===== src/rtl/pdc_pkg.sv =====
// Constants, types and helpers shared by the three-phase pre-driver logic.
// Assumes a 25 MHz ref_clk and a synchronous, active-high srst.
package pdc_pkg;

  // ***********************************************************************
  // Timing
  // ***********************************************************************
  localparam int CLK_PERIOD_NS = 40;
  localparam int DT_STEP_NS    = 50;
  localparam int DT_MAX_NS     = 12000;
  localparam int RESET_MAX_NS  = 77;
  localparam int DT_STEP_CYC   =
    (DT_STEP_NS + CLK_PERIOD_NS - 1) / CLK_PERIOD_NS;
  localparam int DT_MAX_CODE_I = DT_MAX_NS / DT_STEP_NS;
  localparam int RESET_MAX_CYC =
    (RESET_MAX_NS / CLK_PERIOD_NS) < 1 ? 1 : RESET_MAX_NS / CLK_PERIOD_NS;

  localparam int DT_CODE_W = 8;
  localparam int DT_CNT_W  = 10;
  localparam logic [DT_CODE_W-1:0] DT_MAX_CODE = DT_CODE_W'(DT_MAX_CODE_I);
  localparam logic [DT_CODE_W-1:0] DT_CODE_RST = 8'h14;

  // ***********************************************************************
  // Serial frame and commands
  // ***********************************************************************
  localparam int FRAME_BITS = 16;
  localparam int BIT_CNT_W  = 5;
  localparam int CMD_MSB    = 15;
  localparam int CMD_LSB    = 12;
  localparam logic [BIT_CNT_W-1:0] FRAME_LEN = BIT_CNT_W'(FRAME_BITS);

  typedef enum logic [3:0] {
    CMD_NOP       = 4'h0,
    CMD_MASK_LOW  = 4'h2,
    CMD_MASK_HIGH = 4'h3,
    CMD_DEADTIME  = 4'h4,
    CMD_MODE      = 4'h5,
    CMD_CLEAR_INT = 4'h6
  } pdc_cmd_e;

  typedef enum logic [1:0] {
    SPI_IDLE  = 2'h0,
    SPI_SHIFT = 2'h1,
    SPI_DONE  = 2'h3
  } pdc_spi_e;

  // ***********************************************************************
  // Faults and status
  // ***********************************************************************
  localparam int FAULT_W  = 8;
  localparam int MASK_W   = 4;
  localparam logic [MASK_W-1:0] MASK_RST = 4'hF;

  typedef struct packed {
    logic [FAULT_W-1:0] faults;
    logic               interrupt;
    logic               modeLocked;
    logic               simMode;
    logic               noDeadtime;
    logic               noCross;
    logic               overcurrent;
    logic [1:0]         spare;
  } pdc_status_s;

  // Every pin from outside the clock domain, bundled for the synchroniser.
  typedef struct packed {
    logic               enableOne;
    logic               enableTwo;
    logic               resetN;
    logic               porOk;
    logic               chipSelN;
    logic               serialClk;
    logic               serialIn;
    logic [2:0]         highInN;
    logic [2:0]         lowIn;
    logic [2:0]         compareIn;
    logic               overcurrentIn;
    logic [FAULT_W-1:0] faultIn;
  } pdc_pins_s;

  // Converts a deadtime code into clock cycles.
  function automatic logic [DT_CNT_W-1:0] dtCycles(
    input logic [DT_CODE_W-1:0] code);
    dtCycles = DT_CNT_W'(int'(code) * DT_STEP_CYC);
  endfunction : dtCycles

endpackage : pdc_pkg


===== src/rtl/pdc_phase_gate.sv =====
// Gate sequencing of one half-bridge: edge-triggered requests, deadtime,
// cross-conduction lockout and the low-side-first bootstrap condition.
// Assumes requests already synchronised to ref_clk and active high.
`timescale 1ns/10ps
module pdc_phase_gate
  import pdc_pkg::*;
(
  input  wire logic                ref_clk,
  input  wire logic                srst,
  input  wire logic                hiReq,
  input  wire logic                loReq,
  input  wire logic                gateEnable,
  input  wire logic [DT_CNT_W-1:0] deadCycles,
  input  wire logic                useDeadtime,
  input  wire logic                useCross,
  output logic                     hiGate,
  output logic                     loGate
);

  typedef struct packed {
    logic                hiPrev;
    logic                loPrev;
    logic                hiPend;
    logic                loPend;
    logic                lsDone;
    logic                hiOn;
    logic                loOn;
    logic [DT_CNT_W-1:0] timer;
  } pdc_phase_s;

  localparam pdc_phase_s PH_RST = '0;

  pdc_phase_s s;
  pdc_phase_s next_s;

  always_comb begin
    next_s        = s;
    next_s.hiPrev = hiReq;
    next_s.loPrev = loReq;
    if (s.timer != '0) begin
      next_s.timer = DT_CNT_W'(s.timer - 1'b1);
    end
    // A pending turn-on fires once its deadtime has run out.
    if (s.loPend && s.timer == '0) begin
      next_s.loPend = 1'b0;
      next_s.loOn   = 1'b1;
    end
    if (s.hiPend && s.timer == '0) begin
      next_s.hiPend = 1'b0;
      next_s.hiOn   = s.lsDone;
    end
    if (!hiReq) begin
      next_s.hiOn   = 1'b0;
      next_s.hiPend = 1'b0;
    end
    if (!loReq) begin
      next_s.loOn   = 1'b0;
      next_s.loPend = 1'b0;
    end
    if (hiReq && !s.hiPrev) begin
      if (useCross) begin
        next_s.loOn   = 1'b0;
        next_s.loPend = 1'b0;
      end
      next_s.hiPend = 1'b1;
      next_s.timer  = useDeadtime ? deadCycles : '0;
    end
    // On simultaneous edges with the cross lockout on, the low side wins so the bootstrap charges.
    if (loReq && !s.loPrev) begin
      if (useCross) begin
        next_s.hiOn   = 1'b0;
        next_s.hiPend = 1'b0;
      end
      next_s.loPend = 1'b1;
      next_s.timer  = useDeadtime ? deadCycles : '0;
    end
    if (s.loOn) begin
      next_s.lsDone = 1'b1;
    end
    if (!gateEnable) begin
      next_s.hiOn   = 1'b0;
      next_s.loOn   = 1'b0;
      next_s.hiPend = 1'b0;
      next_s.loPend = 1'b0;
      next_s.lsDone = 1'b0;
    end
  end

  always_ff @(posedge ref_clk) begin
    if (srst) begin
      s <= PH_RST;
    end else begin
      s <= next_s;
    end
  end

  assign hiGate = s.hiOn;
  assign loGate = s.loOn;

endmodule : pdc_phase_gate


===== src/rtl/pdc_predriver.sv =====
// Control logic of the three-phase pre-driver: pin synchronisers, reset
// and power-on handling, serial configuration port, fault interrupt and
// the three half-bridge sequencers.
// Assumes all pins except srst are asynchronous to ref_clk.
`timescale 1ns/10ps
module pdc_predriver
  import pdc_pkg::*;
(
  input  wire logic               ref_clk,
  input  wire logic               srst,
  input  wire logic               resetN,
  input  wire logic               porOk,
  input  wire logic               enableOne,
  input  wire logic               enableTwo,
  input  wire logic               phaseAHighInN,
  input  wire logic               phaseALowIn,
  input  wire logic               phaseBHighInN,
  input  wire logic               phaseBLowIn,
  input  wire logic               phaseCHighInN,
  input  wire logic               phaseCLowIn,
  input  wire logic               chipSelN,
  input  wire logic               serialClk,
  input  wire logic               serialIn,
  input  wire logic               phaseACompareIn,
  input  wire logic               phaseBCompareIn,
  input  wire logic               phaseCCompareIn,
  input  wire logic               overcurrentIn,
  input  wire logic [FAULT_W-1:0] faultIn,
  output logic                    serialOut,
  output logic                    serialOutEn,
  output logic                    phaseAHighGate,
  output logic                    phaseALowGate,
  output logic                    phaseBHighGate,
  output logic                    phaseBLowGate,
  output logic                    phaseCHighGate,
  output logic                    phaseCLowGate,
  output logic                    gateDriveEn,
  output logic                    vddRegEnable,
  output logic                    biasEnable,
  output logic                    interruptOut,
  output logic                    phaseACompareOut,
  output logic                    phaseBCompareOut,
  output logic                    phaseCCompareOut,
  output logic                    overcurrentFlagOut
);

  // ***********************************************************************
  // State
  // ***********************************************************************
  typedef struct packed {
    pdc_pins_s               pins1;
    pdc_pins_s               pins2;
    logic                    sclkPrev;
    pdc_spi_e                spiState;
    logic [FRAME_BITS-1:0]   shiftIn;
    logic [FRAME_BITS-1:0]   shiftOut;
    logic [BIT_CNT_W-1:0]    bitCnt;
    logic                    soEn;
    logic                    soBit;
    logic [MASK_W-1:0]       maskLow;
    logic [MASK_W-1:0]       maskHigh;
    logic [DT_CODE_W-1:0]    dtCode;
    logic                    modeLocked;
    logic                    simMode;
    logic                    noDeadtime;
    logic                    noCross;
    logic [FAULT_W-1:0]      faultLatch;
    logic                    intFlag;
    logic [2:0]              compare;
    logic                    ovcFlag;
    logic                    gateOe;
    logic                    vddEn;
    logic                    biasEn;
  } pdc_top_s;

  localparam pdc_top_s TOP_RST = '{
    pins1:      '0,
    pins2:      '0,
    sclkPrev:   1'b0,
    spiState:   SPI_IDLE,
    shiftIn:    '0,
    shiftOut:   '0,
    bitCnt:     '0,
    soEn:       1'b0,
    soBit:      1'b0,
    maskLow:    MASK_RST,
    maskHigh:   MASK_RST,
    dtCode:     DT_CODE_RST,
    modeLocked: 1'b0,
    simMode:    1'b0,
    noDeadtime: 1'b0,
    noCross:    1'b0,
    faultLatch: '0,
    intFlag:    1'b0,
    compare:    '0,
    ovcFlag:    1'b0,
    gateOe:     1'b0,
    vddEn:      1'b0,
    biasEn:     1'b0
  };

  pdc_top_s    s;
  pdc_top_s    next_s;
  logic        logicRst;
  logic        gateEnable;
  logic        csActive;
  logic        sclkRise;
  logic        sclkFall;
  logic        clearInt;
  logic [3:0]  cmdCode;
  logic [11:0] cmdData;
  pdc_status_s status;
  logic [2:0]  hiReq;
  logic [2:0]  loReq;
  logic [2:0]  hiGate;
  logic [2:0]  loGate;

  // ***********************************************************************
  // Decoded conditions
  // ***********************************************************************
  // The internal logic is held in reset by the reset pin and by the
  // power-on monitor; everything below reads the synchronised copies.
  assign logicRst   = srst || !s.pins2.resetN || !s.pins2.porOk;
  assign gateEnable = s.pins2.enableOne && s.pins2.enableTwo
                      && !logicRst;
  assign csActive   = !s.pins2.chipSelN;
  assign sclkRise   = s.pins2.serialClk && !s.sclkPrev;
  assign sclkFall   = !s.pins2.serialClk && s.sclkPrev;
  assign cmdCode    = s.shiftIn[CMD_MSB:CMD_LSB];
  assign cmdData    = s.shiftIn[CMD_LSB-1:0];
  assign hiReq      = ~s.pins2.highInN;
  assign loReq      = s.pins2.lowIn;

  always_comb begin
    status             = '0;
    status.faults      = s.faultLatch;
    status.interrupt   = s.intFlag;
    status.modeLocked  = s.modeLocked;
    status.simMode     = s.simMode;
    status.noDeadtime  = s.noDeadtime;
    status.noCross     = s.noCross;
    status.overcurrent = s.ovcFlag;
  end

  // ***********************************************************************
  // Next state
  // ***********************************************************************
  always_comb begin
    next_s   = s;
    clearInt = 1'b0;

    // Two-stage synchronisers for every asynchronous pin.
    next_s.pins1 = '{
      enableOne:     enableOne,
      enableTwo:     enableTwo,
      resetN:        resetN,
      porOk:         porOk,
      chipSelN:      chipSelN,
      serialClk:     serialClk,
      serialIn:      serialIn,
      highInN:       {phaseCHighInN, phaseBHighInN, phaseAHighInN},
      lowIn:         {phaseCLowIn, phaseBLowIn, phaseALowIn},
      compareIn:     {phaseCCompareIn, phaseBCompareIn, phaseACompareIn},
      overcurrentIn: overcurrentIn,
      faultIn:       faultIn
    };
    next_s.pins2    = s.pins1;
    next_s.sclkPrev = s.pins2.serialClk;

    next_s.compare = s.pins2.compareIn;
    next_s.ovcFlag = s.pins2.overcurrentIn;

    // Serial port.
    unique case (s.spiState)
      SPI_IDLE: begin
        if (csActive) begin
          next_s.spiState = SPI_SHIFT;
          next_s.shiftOut = status;
          next_s.soBit    = status[FRAME_BITS-1];
          next_s.bitCnt   = '0;
          next_s.soEn     = 1'b1;
        end
      end
      SPI_SHIFT: begin
        if (!csActive) begin
          next_s.spiState = SPI_DONE;
          next_s.soEn     = 1'b0;
        end else begin
          if (sclkFall && s.bitCnt < FRAME_LEN) begin
            next_s.shiftIn = {s.shiftIn[FRAME_BITS-2:0], s.pins2.serialIn};
            next_s.bitCnt  = BIT_CNT_W'(s.bitCnt + 1'b1);
          end
          // The first bit is already on the pin when select falls.
          if (sclkRise && s.bitCnt != '0) begin
            next_s.shiftOut = {s.shiftOut[FRAME_BITS-2:0], 1'b0};
            next_s.soBit    = s.shiftOut[FRAME_BITS-2];
          end
        end
      end
      SPI_DONE: begin
        next_s.spiState = SPI_IDLE;
        // A frame of 16 or more bits is executed on its first 16 bits; short ones are dropped.
        if (s.bitCnt == FRAME_LEN) begin
          case (cmdCode)
            CMD_MASK_LOW: begin
              next_s.maskLow = cmdData[MASK_W-1:0];
            end
            CMD_MASK_HIGH: begin
              next_s.maskHigh = cmdData[MASK_W-1:0];
            end
            CMD_DEADTIME: begin
              next_s.dtCode =
                (cmdData[DT_CODE_W-1:0] > DT_MAX_CODE) ?
                DT_MAX_CODE : cmdData[DT_CODE_W-1:0];
            end
            CMD_MODE: begin
              if (!s.modeLocked) begin
                next_s.modeLocked = 1'b1;
                next_s.simMode    = cmdData[2];
                next_s.noDeadtime = cmdData[1];
                next_s.noCross    = cmdData[0];
              end
            end
            CMD_CLEAR_INT: begin
              clearInt = 1'b1;
            end
            default: begin
            end
          endcase
        end
      end
      default: begin
        next_s.spiState = SPI_IDLE;
        next_s.soEn     = 1'b0;
      end
    endcase

    // Fault capture; a new fault in the clearing cycle is kept.
    next_s.faultLatch = (clearInt ? '0 : s.faultLatch)
                        | s.pins2.faultIn;
    next_s.intFlag = (clearInt ? 1'b0 : s.intFlag)
                     | (|(s.pins2.faultIn & {s.maskHigh, s.maskLow}));

    next_s.gateOe = s.pins2.porOk;
    next_s.vddEn  = s.pins2.resetN;
    next_s.biasEn = s.pins2.resetN && s.pins2.porOk;

    // Held reset clears serial, configuration and fault state; synchronisers, compare, overcurrent and enable flags keep running.
    if (logicRst) begin
      next_s.spiState   = TOP_RST.spiState;
      next_s.shiftIn    = TOP_RST.shiftIn;
      next_s.shiftOut   = TOP_RST.shiftOut;
      next_s.bitCnt     = TOP_RST.bitCnt;
      next_s.soEn       = TOP_RST.soEn;
      next_s.soBit      = TOP_RST.soBit;
      next_s.maskLow    = TOP_RST.maskLow;
      next_s.maskHigh   = TOP_RST.maskHigh;
      next_s.dtCode     = TOP_RST.dtCode;
      next_s.modeLocked = TOP_RST.modeLocked;
      next_s.simMode    = TOP_RST.simMode;
      next_s.noDeadtime = TOP_RST.noDeadtime;
      next_s.noCross    = TOP_RST.noCross;
      next_s.faultLatch = TOP_RST.faultLatch;
      next_s.intFlag    = TOP_RST.intFlag;
    end
  end

  always_ff @(posedge ref_clk) begin
    if (srst) begin
      s <= TOP_RST;
    end else begin
      s <= next_s;
    end
  end

  // ***********************************************************************
  // Half-bridge sequencers
  // ***********************************************************************
  // The sequencers restart whenever the logic reset is held, so a pending
  // turn-on never survives a reset pulse.
  for (genvar p = 0; p < 3; p++) begin : g_phase
    pdc_phase_gate u_gate (
      .ref_clk     (ref_clk),
      .srst        (logicRst),
      .hiReq       (hiReq[p]),
      .loReq       (loReq[p]),
      .gateEnable  (gateEnable),
      .deadCycles  (dtCycles(s.dtCode)),
      .useDeadtime (!s.noDeadtime && !s.simMode),
      .useCross    (!s.noCross && !s.simMode),
      .hiGate      (hiGate[p]),
      .loGate      (loGate[p])
    );
  end

  // ***********************************************************************
  // Outputs
  // ***********************************************************************
  assign serialOut          = s.soBit;
  assign serialOutEn        = s.soEn;
  assign phaseAHighGate     = hiGate[0];
  assign phaseALowGate      = loGate[0];
  assign phaseBHighGate     = hiGate[1];
  assign phaseBLowGate      = loGate[1];
  assign phaseCHighGate     = hiGate[2];
  assign phaseCLowGate      = loGate[2];
  assign gateDriveEn        = s.gateOe;
  assign vddRegEnable       = s.vddEn;
  assign biasEnable         = s.biasEn;
  assign interruptOut       = s.intFlag;
  assign phaseACompareOut   = s.compare[0];
  assign phaseBCompareOut   = s.compare[1];
  assign phaseCCompareOut   = s.compare[2];
  assign overcurrentFlagOut = s.ovcFlag;

endmodule : pdc_predriver


===== config.mk =====
export PLATFORM = sky130hd
export DESIGN_NAME = pdc_predriver
export DESIGN_NICKNAME = d
export VERILOG_FILES = /design/src/rtl/pdc_pkg.sv /design/src/rtl/pdc_phase_gate.sv /design/src/rtl/pdc_predriver.sv
export SDC_FILE = /design/constraint.sdc
export NUM_CORES = 1
export LEC_CHECK = 0
export BUFFER_PORTS_ARGS = -buffer_cell sky130_fd_sc_hd__buf_2
export CAP_MARGIN = 15
export CORE_MARGIN = 2
export CORE_UTILIZATION = 45
export DETAILED_ROUTE_END_ITERATION = 12
export HOLD_SLACK_MARGIN = 0.08
export REMOVE_ABC_BUFFERS = 1
export SYNTH_ARGS = -nofsm -noshare
export SYNTH_HDL_FRONTEND = slang
export SYNTH_HIERARCHICAL = 1
export SYNTH_SLANG_ARGS = --single-unit

===== constraint.sdc =====
create_clock -name ref_clk -period 2 [get_ports ref_clk]
set_input_delay 0.2 -clock ref_clk [delete_from_list [all_inputs] [get_ports ref_clk]]
set_output_delay 0.2 -clock ref_clk [all_outputs]
set_load 0.02 [all_outputs]

# After elaboration in Yosys (flattened, before gate mapping)
# Index checks and enable logic that the tools add are counted.
dict set report totals {
  regBits 178
  in_bits 27
  out_inout_bits 16
}
dict set report op_classes {
  addsub 4
  n_lt_le_gt_ge 2
  eq_ne 13
  n_mux 74
  n_bitwise 8
  n_reduce_logical 62
}
# op n
set op_table {}
lappend op_table {{$mux 10} 6}
lappend op_table {{$mux 1} 46}
lappend op_table {{$pmux 20 s2} 1}
lappend op_table {{$mux 11} 3}
lappend op_table {{$logic_not 10->1} 3}
lappend op_table {{$reduce_bool 10->1} 3}
lappend op_table {{$sub 10x1->10 const B} 3}
lappend op_table {{$mux 22} 1}
lappend op_table {{$logic_and 1x1->1} 21}
lappend op_table {{$mux 20} 1}
lappend op_table {{$reduce_and 3->1} 6}
lappend op_table {{$mux 2} 8}
lappend op_table {{$mux 8} 2}
lappend op_table {{$mux 15} 1}
lappend op_table {{$logic_not 1->1} 14}
lappend op_table {{$eq 4x3->1 const B} 3}
lappend op_table {{$reduce_and 4->1} 3}
lappend op_table {{$ne 2x2->1 const B} 5}
lappend op_table {{$mux 9} 1}
lappend op_table {{$reduce_bool 3->1} 3}
lappend op_table {{$and 8x8->8} 1}
lappend op_table {{$eq 4x2->1 const B} 2}
lappend op_table {{$gt 8x8->1 const B} 1}
lappend op_table {{$or 8x8->8} 1}
lappend op_table {{other kinds (19)} 24}

# Logic depth before layout (Yosys ltp)
# Gate-level depths: netlist of the first run.
dict set report logic_depth {
  ltp_word 8
  depth_mapped 8
  mapped_depth_nobuf 6
}

# By module
# Netlist of the first run, hierarchy kept.
# module n_inst cells_per_inst area_per_inst_um2 seq_area_each_um2
set modules_own_cells {}
lappend modules_own_cells {pdc_predriver 1 426 4292.9 2502.4}
lappend modules_own_cells {pdc_phase_gate 3 102 899.6 340.3}

# Least setup slack after synthesis of the first run
# Ideal clock, no wire load.
dict set report synth_path {
  path_type {reg-to-reg}
  from {reg s, in the netlist next_s[1]}
  to {reg g_phase[0].u_gate/s[14] in the netlist's numbering}
  setup_ps 70
  t_arrival_ps 1721
  setup_slack_ps 209
  stages_incl_launch_ff 8
  synth_period_minus_slack_ps 1791
  cell_sequence {dfxtp_1 and3b_1 clkbuf_1 clkbuf_1 and3_1 nand2b_1 a211o_1 a21oi_1}
}
dict set report synth_between {
  elab_chain_cells 7
}
# element line_no
set synth_lines {}
lappend synth_lines {{start, declared} pdc_predriver.sv:102} ;# pdc_top_s s;
lappend synth_lines {{start signal, assigned} pdc_predriver.sv:272} ;# s <= next_s;
lappend synth_lines {{$logic_not 1->1} pdc_predriver.sv:123} ;# assign logicRst = srst || !s.pins2.resetN || !s.pins2.porOk;
lappend synth_lines {{$logic_or 1x1->1 (2 in series)} pdc_predriver.sv:123}
lappend synth_lines {{$logic_not 1->1} pdc_predriver.sv:125} ;# && !logicRst;
lappend synth_lines {{$logic_and 1x1->1} pdc_predriver.sv:125}
lappend synth_lines {{via gateEnable} pdc_predriver.sv:105} ;# logic gateEnable;
lappend synth_lines {{$not 1->1 (no source line)} -}
lappend synth_lines {{$reduce_or 2->1 (no source line)} -}
lappend synth_lines {{end signal, assigned} pdc_phase_gate.sv:93} ;# s <= next_s;
lappend synth_lines {{end, declared} pdc_phase_gate.sv:33} ;# pdc_phase_s s;
# The timed path passes the listed nets, and every way through them passes these cells.
# A chain may end at the register's enable or synchronous reset.

# Final worst setup path of the first run
dict set report layout_path {
  from {reg s[38] in the netlist's numbering}
  to {reg s[34] in the netlist's numbering}
}
dict set report layout_between {
  elab_chain_cells 2
}
# element line_no
set layout_lines {}
lappend layout_lines {{$eq 5x5->1} pdc_predriver.sv:203} ;# if (s.bitCnt == FRAME_LEN) begin
lappend layout_lines {{$reduce_and 3->1 (no source line)} -}
# Every way passes these cells.

==> impl_metrics.py, run 1 <==
metrics = {
    "clock_network": {
        "cts_tree": "built",
        "cts_buffers": 17,
        "clock_path_buffers": 2,
        "clkSlewWorstSetupHoldPaths_ps": 70,
        "ctsHtreeMaxLevel": 4,
        "ctsRootBufferMaster": "clkbuf_16",
        "insertion_delay_ps": 430,
        "cts_num_sinks": 176,
        "postCtsSetupBuffers": 0,
        "ctsResizeCount": 0,
        "postCtsHoldBufs": 25,
    },
    "placement": {
        "dp.final_hpwl_mm": 9.459,
        "dp.cells": 943,
        "routabilityCongestion": 0.8345,
        "io_buffer_count": 42,
        "place_ws_ps": 213.0,
        "place_area_sq_mm": 0.007398,
    },
    "outcome": {
        "status": "complete, no violations",
    },
    "worst_setup_path": {
        "critPathMaxStageDelay_ps": 650,
        "cp.buffers_inverters": 1,
        "required_ps": 2310,
        "cpLargestDelayFamily": "simple AND/OR/NAND/NOR gates",
        "arrival_ps": 2100,
        "crit_chain": "inv_1 -> ha_1 -> nand4bb_4 -> or4_1 -> nor3_1 -> a21oi_1",
        "critical_path_class": "reg -> reg",
        "critPathCaptureType": "flop",
        "critPathLaunchType": "flop",
        "critPathMaxFanout": 8,
        "critical_path.slowest_cell": "or4_1",
    },
    "global_route": {
        "antenna_found_initial": 0,
        "grt_pass1_wl_mm": 24.67,
        "grt_usage": 0.1846,
        "grt_max_degree": 58,
        "grt_overflow": 0,
        "grt_pass1_vias": 5216,
    },
    "synthesis": {
        "ys_ff_latch": 176,
        "yosysUniqueCellTypes": 61,
        "synth-main-ff-cell": "dfxtp_1",
        "synth_edf_count": 0,
        "syn_area_sq_mm": 0.006992,
        "synth_compound_area_frac": 0.1578,
        "synth_warnings": 6,
        "synth-seq-area-share": 0.5039,
        "synth_cells": 732,
        "synth_xor_area_frac": 0.003758,
        "synthMuxAreaShare": 0.03651,
        "synth_top_family_by_area": "simple AND/OR/NAND/NOR gates",
        "synth_fa_ha_area_frac": 0.008948,
        "synthArstFlopShare": 0,
        "synth_simple_gate_area_frac": 0.2455,
        "syn_avg_cell_area_sq_um": 9.552,
    },
    "timing": {
        "post-route-period-util": 0.8956,
        "setup-tns-final_ps": 0,
        "hold_ws_ps": 395.6,
        "slew_headroom": 0.4180,
        "tightest_slew_ps": 869.7,
        "setup_viol": 0,
        "finalHoldViolations": 0,
        "skew_ps": 11.72,
        "drv_slew": 0,
        "fmax_ghz": 0.5583,
        "min_period_ps": 1791,
        "grt_setup_unrepaired": "false",
        "setup_ws_ps": 208.8,
    },
    "layout": {
        "antenna_cells": 0,
        "finalNonFillerCells": 1000,
        "fin_util": 0.5405,
        "design_area_sq_mm": 0.008217,
        "area_delta_synth_final_pct": 17.52,
        "drive_gt1_frac": 0.1515,
        "n_fill_cell": 1387,
        "nets": 831,
    },
    "routing": {
        "post_drt_via_cell_ratio": 5.308,
        "drt_first_pass_iters": 4,
        "drt-wirelength-per-cell_um": 14.29,
        "vias": 5308,
        "detail-route-antenna-nets": 0,
        "finalWirelength_mm": 14.29,
        "drt_first_iter_violations": 335,
        "drc": 0,
    },
    "power_and_ir_drop": {
        "power_density_mw_per_mm2": 845.2,
        "ir_drop_mv": 0.7048,
        "power_leakage_nw": 3.201,
        "power_mw": 6.945,
    },
    "hold_path": {
        "min_path_type": "in -> reg",
    },
    "floorplan": {
        "core_sq_mm": 0.01520,
        "initial_core_util": 0.4599,
        "die_height_um": 128.6,
        "die_w_um": 128.6,
        "ios": 43,
        "die_area_sq_mm": 0.01655,
        "rows": 45,
    },
    "run": {
        "cap_violations": 0,
    },
}
==> layout by cell type (no fill, tap or decap), types with 4 or more instances in the layout <==
master,Yosys,layout
conb_1,1,6
nor2b_1,68,68
a211o_1,9,9
nand2b_1,5,5
a21oi_1,46,46
a41oi_1,7,7
nor3_1,13,13
buf_2,9,42
buf_4,2,12
or3_1,5,5
dfxtp_1,176,176
a22o_1,9,9
clkinvlp_4,0,4
a31oi_1,6,6
or2_2,4,4
clkbuf_16,0,17
a22oi_1,4,4
inv_1,29,29
ha_1,5,5
nor2_1,62,62
nand2_1,64,64
inv_8,0,4
mux2i_1,21,21
o221a_2,4,4
o21ai_1,6,6
nand4b_1,4,4
or4_1,8,8
dlygate4sd3_1,0,25
a211oi_1,20,20
nand3_1,25,25
nand4_1,9,9
o21ai_0,9,9
a311oi_1,9,9
==> cells by family after synthesis <==
group | Yosys count
and+or+nand+nor | 300
xor gates and xnor gates | 3
muxes | 24
DFF | 176
buffers and inverters | 68
adders and majority gates | 5
AOI/OAI and AO/OA | 155
other | 1
==> Yosys cell counts, drive strengths merged, types with 3 or more instances <==
| cell type | n | area (sq um) |
|---|---|---|
| nand4 | 9 | 56.30 |
| nand4b | 4 | 35.03 |
| mux2i | 21 | 210.2 |
| nand3 | 28 | 177.7 |
| dfxtp | 176 | 3523 |
| inv | 29 | 108.9 |
| a21boi | 3 | 22.52 |
| or4b | 3 | 30.03 |
| o221a | 4 | 45.04 |
| nand3b | 3 | 22.52 |
| o311ai | 6 | 52.56 |
| nor4 | 4 | 40.04 |
| o21ai | 15 | 75.07 |
| o31ai | 6 | 60.06 |
| a211o | 9 | 78.83 |
| mux2 | 3 | 45.04 |
| a41oi | 7 | 61.31 |
| or4 | 8 | 60.06 |
| nor2 | 62 | 232.7 |
| a31oi | 6 | 37.54 |
| a311oi | 9 | 78.83 |
| ha | 5 | 62.56 |
| or2b | 6 | 48.80 |
| nor2b | 68 | 425.4 |
| xnor2 | 3 | 26.28 |
| a211oi | 20 | 150.1 |
| o211ai | 4 | 35.03 |
| or2 | 4 | 25.02 |
| nand2 | 64 | 240.2 |
| o22a | 3 | 30.03 |
| a21oi | 46 | 230.2 |
| nor4b | 3 | 71.32 |
| nor3 | 17 | 111.4 |
| buf | 14 | 97.58 |
| a22o | 9 | 78.83 |
| o211a | 3 | 30.03 |
| nand2b | 5 | 31.28 |
| or3 | 5 | 31.28 |
| clkbuf | 24 | 90.09 |
| a22oi | 4 | 30.03 |
==> per-layer routing <==
layer | GRT usage | up-vias | wire (um)
met1 | 0.2442 | 2479 | 6912
li1 | - | 2725 | -
met2 | 0.2966 | 85 | 6660
met3 | 0.04366 | 19 | 484
met5 | 0 | - | 0
met4 | 0.06522 | 0 | 234
==> tightest hold or removal path: stages <==
cell,delay [ps]
buf_2,130
buf_4,300
nor2b_1,150
==> layout make-up <==
| cell class | count | area (sq um) | area share |
|---|---|---|---|
| well taps | 188 | 235.2 | 0.02863 |
| inverters | 30 | 112.6 | 0.01370 |
| multi-input cells | 493 | 3187 | 0.3878 |
| clock buffers | 19 | 452.9 | 0.05512 |
| repair buffers | 81 | 590.6 | 0.07187 |
| clock inverters | 13 | 115.1 | 0.01401 |
| flip-flops and latches | 176 | 3523 | 0.4288 |
==> sequential cells by signal, indices dropped and copies added (netlist names), 3 cells and up <==
register	flops
next_s	32
g_phase.u_gate/s	45
cmdData	12
cmdCode	4
loReq	3
g_phase.u_gate/loGate	3
g_phase.u_gate/hiGate	3
s	64
==> path summary, 6_finish.rpt <==
check | from | end | slack (ps) | cells after the start
min | srst | s[82] | 400 | 3
max reg2reg | s[38] | s[34] | 210 | 6
max | s[38] | s[34] | 210 | 6
min reg2reg | g_phase[2].u_gate/s[16] | g_phase[2].u_gate/s[14] | 430 | 1
==> report_power, final <==
| group | total [mW] | leakage [nW] | switching, mW | internal [mW] |
|---|---|---|---|---|
| combinational | 0.233 | 1.50 | 0.115 | 0.118 |
| clock | 3.14 | 0.270 | 1.44 | 1.70 |
| sequential | 3.58 | 1.43 | 0.0204 | 3.56 |
| total | 6.94 | 3.20 | 1.57 | 5.37 |
Power figures use the tool's default switching activity.
==> run 2, diff against run 1 <==
Settings changed: PLACE_DENSITY set to 0.67.
==> impl_metrics.py, run 2 (same netlist as run 1, synthesis figures left out) <==
metrics = {
    "timing": {
        "tightest_slew_ps": 862.2,
        "min_period_ps": 1858,
        "finalHoldViolations": 0,
        "slew_headroom": 0.4231,
        "skew_ps": 9.061,
        "post-route-period-util": 0.9290,
        "grt_setup_unrepaired": "false",
        "fmax_ghz": 0.5382,
        "drv_slew": 0,
        "setup_viol": 0,
    },
    "layout": {
        "drive_gt1_frac": 0.1554,
        "final_common_cell": "dfxtp_1",
        "area_delta_synth_final_pct": 18.54,
        "finalNonFillerCells": 1005,
        "nets": 837,
        "layout_common_cells": "176 x dfxtp_1, 68 x nor2b_1, 64 x nand2_1, 62 x nor2_1, 46 x a21oi_1",
        "antenna_cells": 0,
        "top_register": "s",
        "largest_register_ffs": 64,
    },
    "routing": {
        "drt_first_iter_violations": 434,
        "drt-wirelength-per-cell_um": 14.83,
        "detail-route-antenna-nets": 0,
        "finalWirelength_mm": 14.90,
        "post_drt_via_cell_ratio": 5.411,
        "drc": 0,
        "drt_first_pass_iters": 5,
        "vias": 5438,
    },
    "floorplan": {
        "die_w_um": 128.6,
        "die_height_um": 128.6,
        "ios": 43,
        "rows": 45,
        "die_area_sq_mm": 0.01655,
        "core_sq_mm": 0.01520,
        "initial_core_util": 0.4599,
    },
    "clock_network": {
        "cts_num_sinks": 176,
        "ctsResizeCount": 0,
        "clkSlewWorstSetupHoldPaths_ps": 70,
        "clock_path_buffers": 2,
        "ctsRootBufferMaster": "clkbuf_16",
        "ctsHtreeMaxLevel": 4,
        "insertion_delay_ps": 420,
        "cts_tree": "built",
        "postCtsSetupBuffers": 0,
        "cts_buffers": 17,
    },
    "power_and_ir_drop": {
        "pwr-share-comb": 0.033,
        "power_density_mw_per_mm2": 865.0,
        "power_leakage_nw": 3.245,
        "power_mw": 7.169,
        "power_frac_seq": 0.499,
        "switching_power_mw": 1.500,
        "power_frac_clock": 0.468,
        "sw_frac_of_total": 0.2092,
        "intPower_mw": 5.669,
        "ir_drop_mv": 0.6902,
    },
    "global_route": {
        "grt_usage": 0.1864,
        "grt_pass1_wl_mm": 24.98,
        "antenna_found_initial": 0,
        "grt_overflow": 0,
        "grt_max_degree": 58,
        "grt_pass1_vias": 5322,
    },
    "worst_setup_path": {
        "critical_path_class": "reg -> reg",
        "cpLargestDelayFamily": "simple AND/OR/NAND/NOR gates",
        "critPathMaxFanout": 8,
        "critPathLaunchType": "flop",
        "critical_path.slowest_cell": "or4_1",
        "cp.buffers_inverters": 1,
        "arrival_ps": 2160,
        "critPathCaptureType": "flop",
        "required_ps": 2300,
        "crit_chain": "inv_1 -> ha_1 -> nand4bb_4 -> or4_1 -> nor3_1 -> a21oi_1",
        "critPathMaxStageDelay_ps": 660,
    },
    "hold_path": {
        "min_path_type": "in -> reg",
    },
    "outcome": {
        "status": "complete, no violations",
    },
    "placement": {
        "dp.cells": 949,
        "routabilityCongestion": 0.7993,
        "dp.final_hpwl_mm": 9.798,
        "io_buffer_count": 42,
    },
    "run": {
        "cap_violations": 0,
    },
}
## run 2: changes by cell type in the layout (fill, tap and decap cells not counted)
cell	before	now
clkbuf_1	0	1
bufinv_16	0	2
clkbuf_8	2	4
clkinvlp_4	4	1
inv_6	3	2
clkinv_2	1	0
inv_8	4	1
clkinv_4	1	3
buf_4	12	19
buf_12	2	1
## run 2: final cells by class
type	count	area (sq um)
Timing Repair Buffer	87	623.1
Multi-Input combinational cell	493	3187
Inverter	30	112.6
Sequential cell	176	3523
Fill cell	1335	6914
Clock buffer	22	484.2
Tap cell	188	235.2
Clock inverter	9	122.6
## run 2: path summary, 6_finish.rpt
| path | startpoint | endpoint | slack [ps] | depth (start not counted) |
|---|---|---|---|---|
| worst max register to register | s[38] | s[33] | 140 | 6 |
| worst min-delay path | srst | s[79] | 400 | 3 |
| worst max-delay path | s[38] | s[33] | 140 | 6 |
| worst min register to register | g_phase[1].u_gate/s[16] | g_phase[1].u_gate/s[14] | 430 | 1 |
## run 2: timing repair
item / 4_1_cts / 5_1_grt
hold endpoints to repair: 25 / 0
endpoints found under the setup margin: 0 / 0
hold buffers: 25 / 0
## run 2: per-layer routing
| metal | share of wire | global-route usage | vias up |
|---|---|---|---|
| met5 | 0 | 0 | - |
| met4 | 0.010 | 0.05307 | 0 |
| met3 | 0.036 | 0.04532 | 15 |
| met2 | 0.47 | 0.3137 | 123 |
| met1 | 0.48 | 0.2393 | 2562 |
| li1 | - | - | 2738 |
## run 2: worst min-delay path, stage by stage
cell and delay [ps]:
buf_2 110, buf_4 310, nor2b_1 160
## run 2: power groups by stage
stage	Clock [mW]	Combinational (mW)	Sequential [mW]
finish	3.35	0.238	3.58
global route	3.56	0.264	3.58
CTS	3.42	0.238	3.58
detailed placement	0	0.200	3.66
global placement	0	0.195	3.66
floorplan	0	0.119	3.65
## run 2: metrics by stage
| step | util | area (sq um) | hold slack, ps | setup WS, ps | setup TNS, ps |
|---|---|---|---|---|---|
| 6_report | 0.5452 | 8288 | 405.0 | 142.1 | 0 |
| 5_1_grt | 0.5452 | 8288 | 441.1 | 11.92 | 0 |
| 4_1_cts | 0.5452 | 8288 | 402.6 | 137.9 | 0 |
| 3_5_place_dp | 0.4888 | 7431 | 415.3 | 149.9 | 0 |
| 3_3_place_gp | 0.4888 | 7431 | 406.6 | 245.5 | 0 |
| 2_1_floorplan | - | 6823 | 271.6 | -1622 | -116830 |
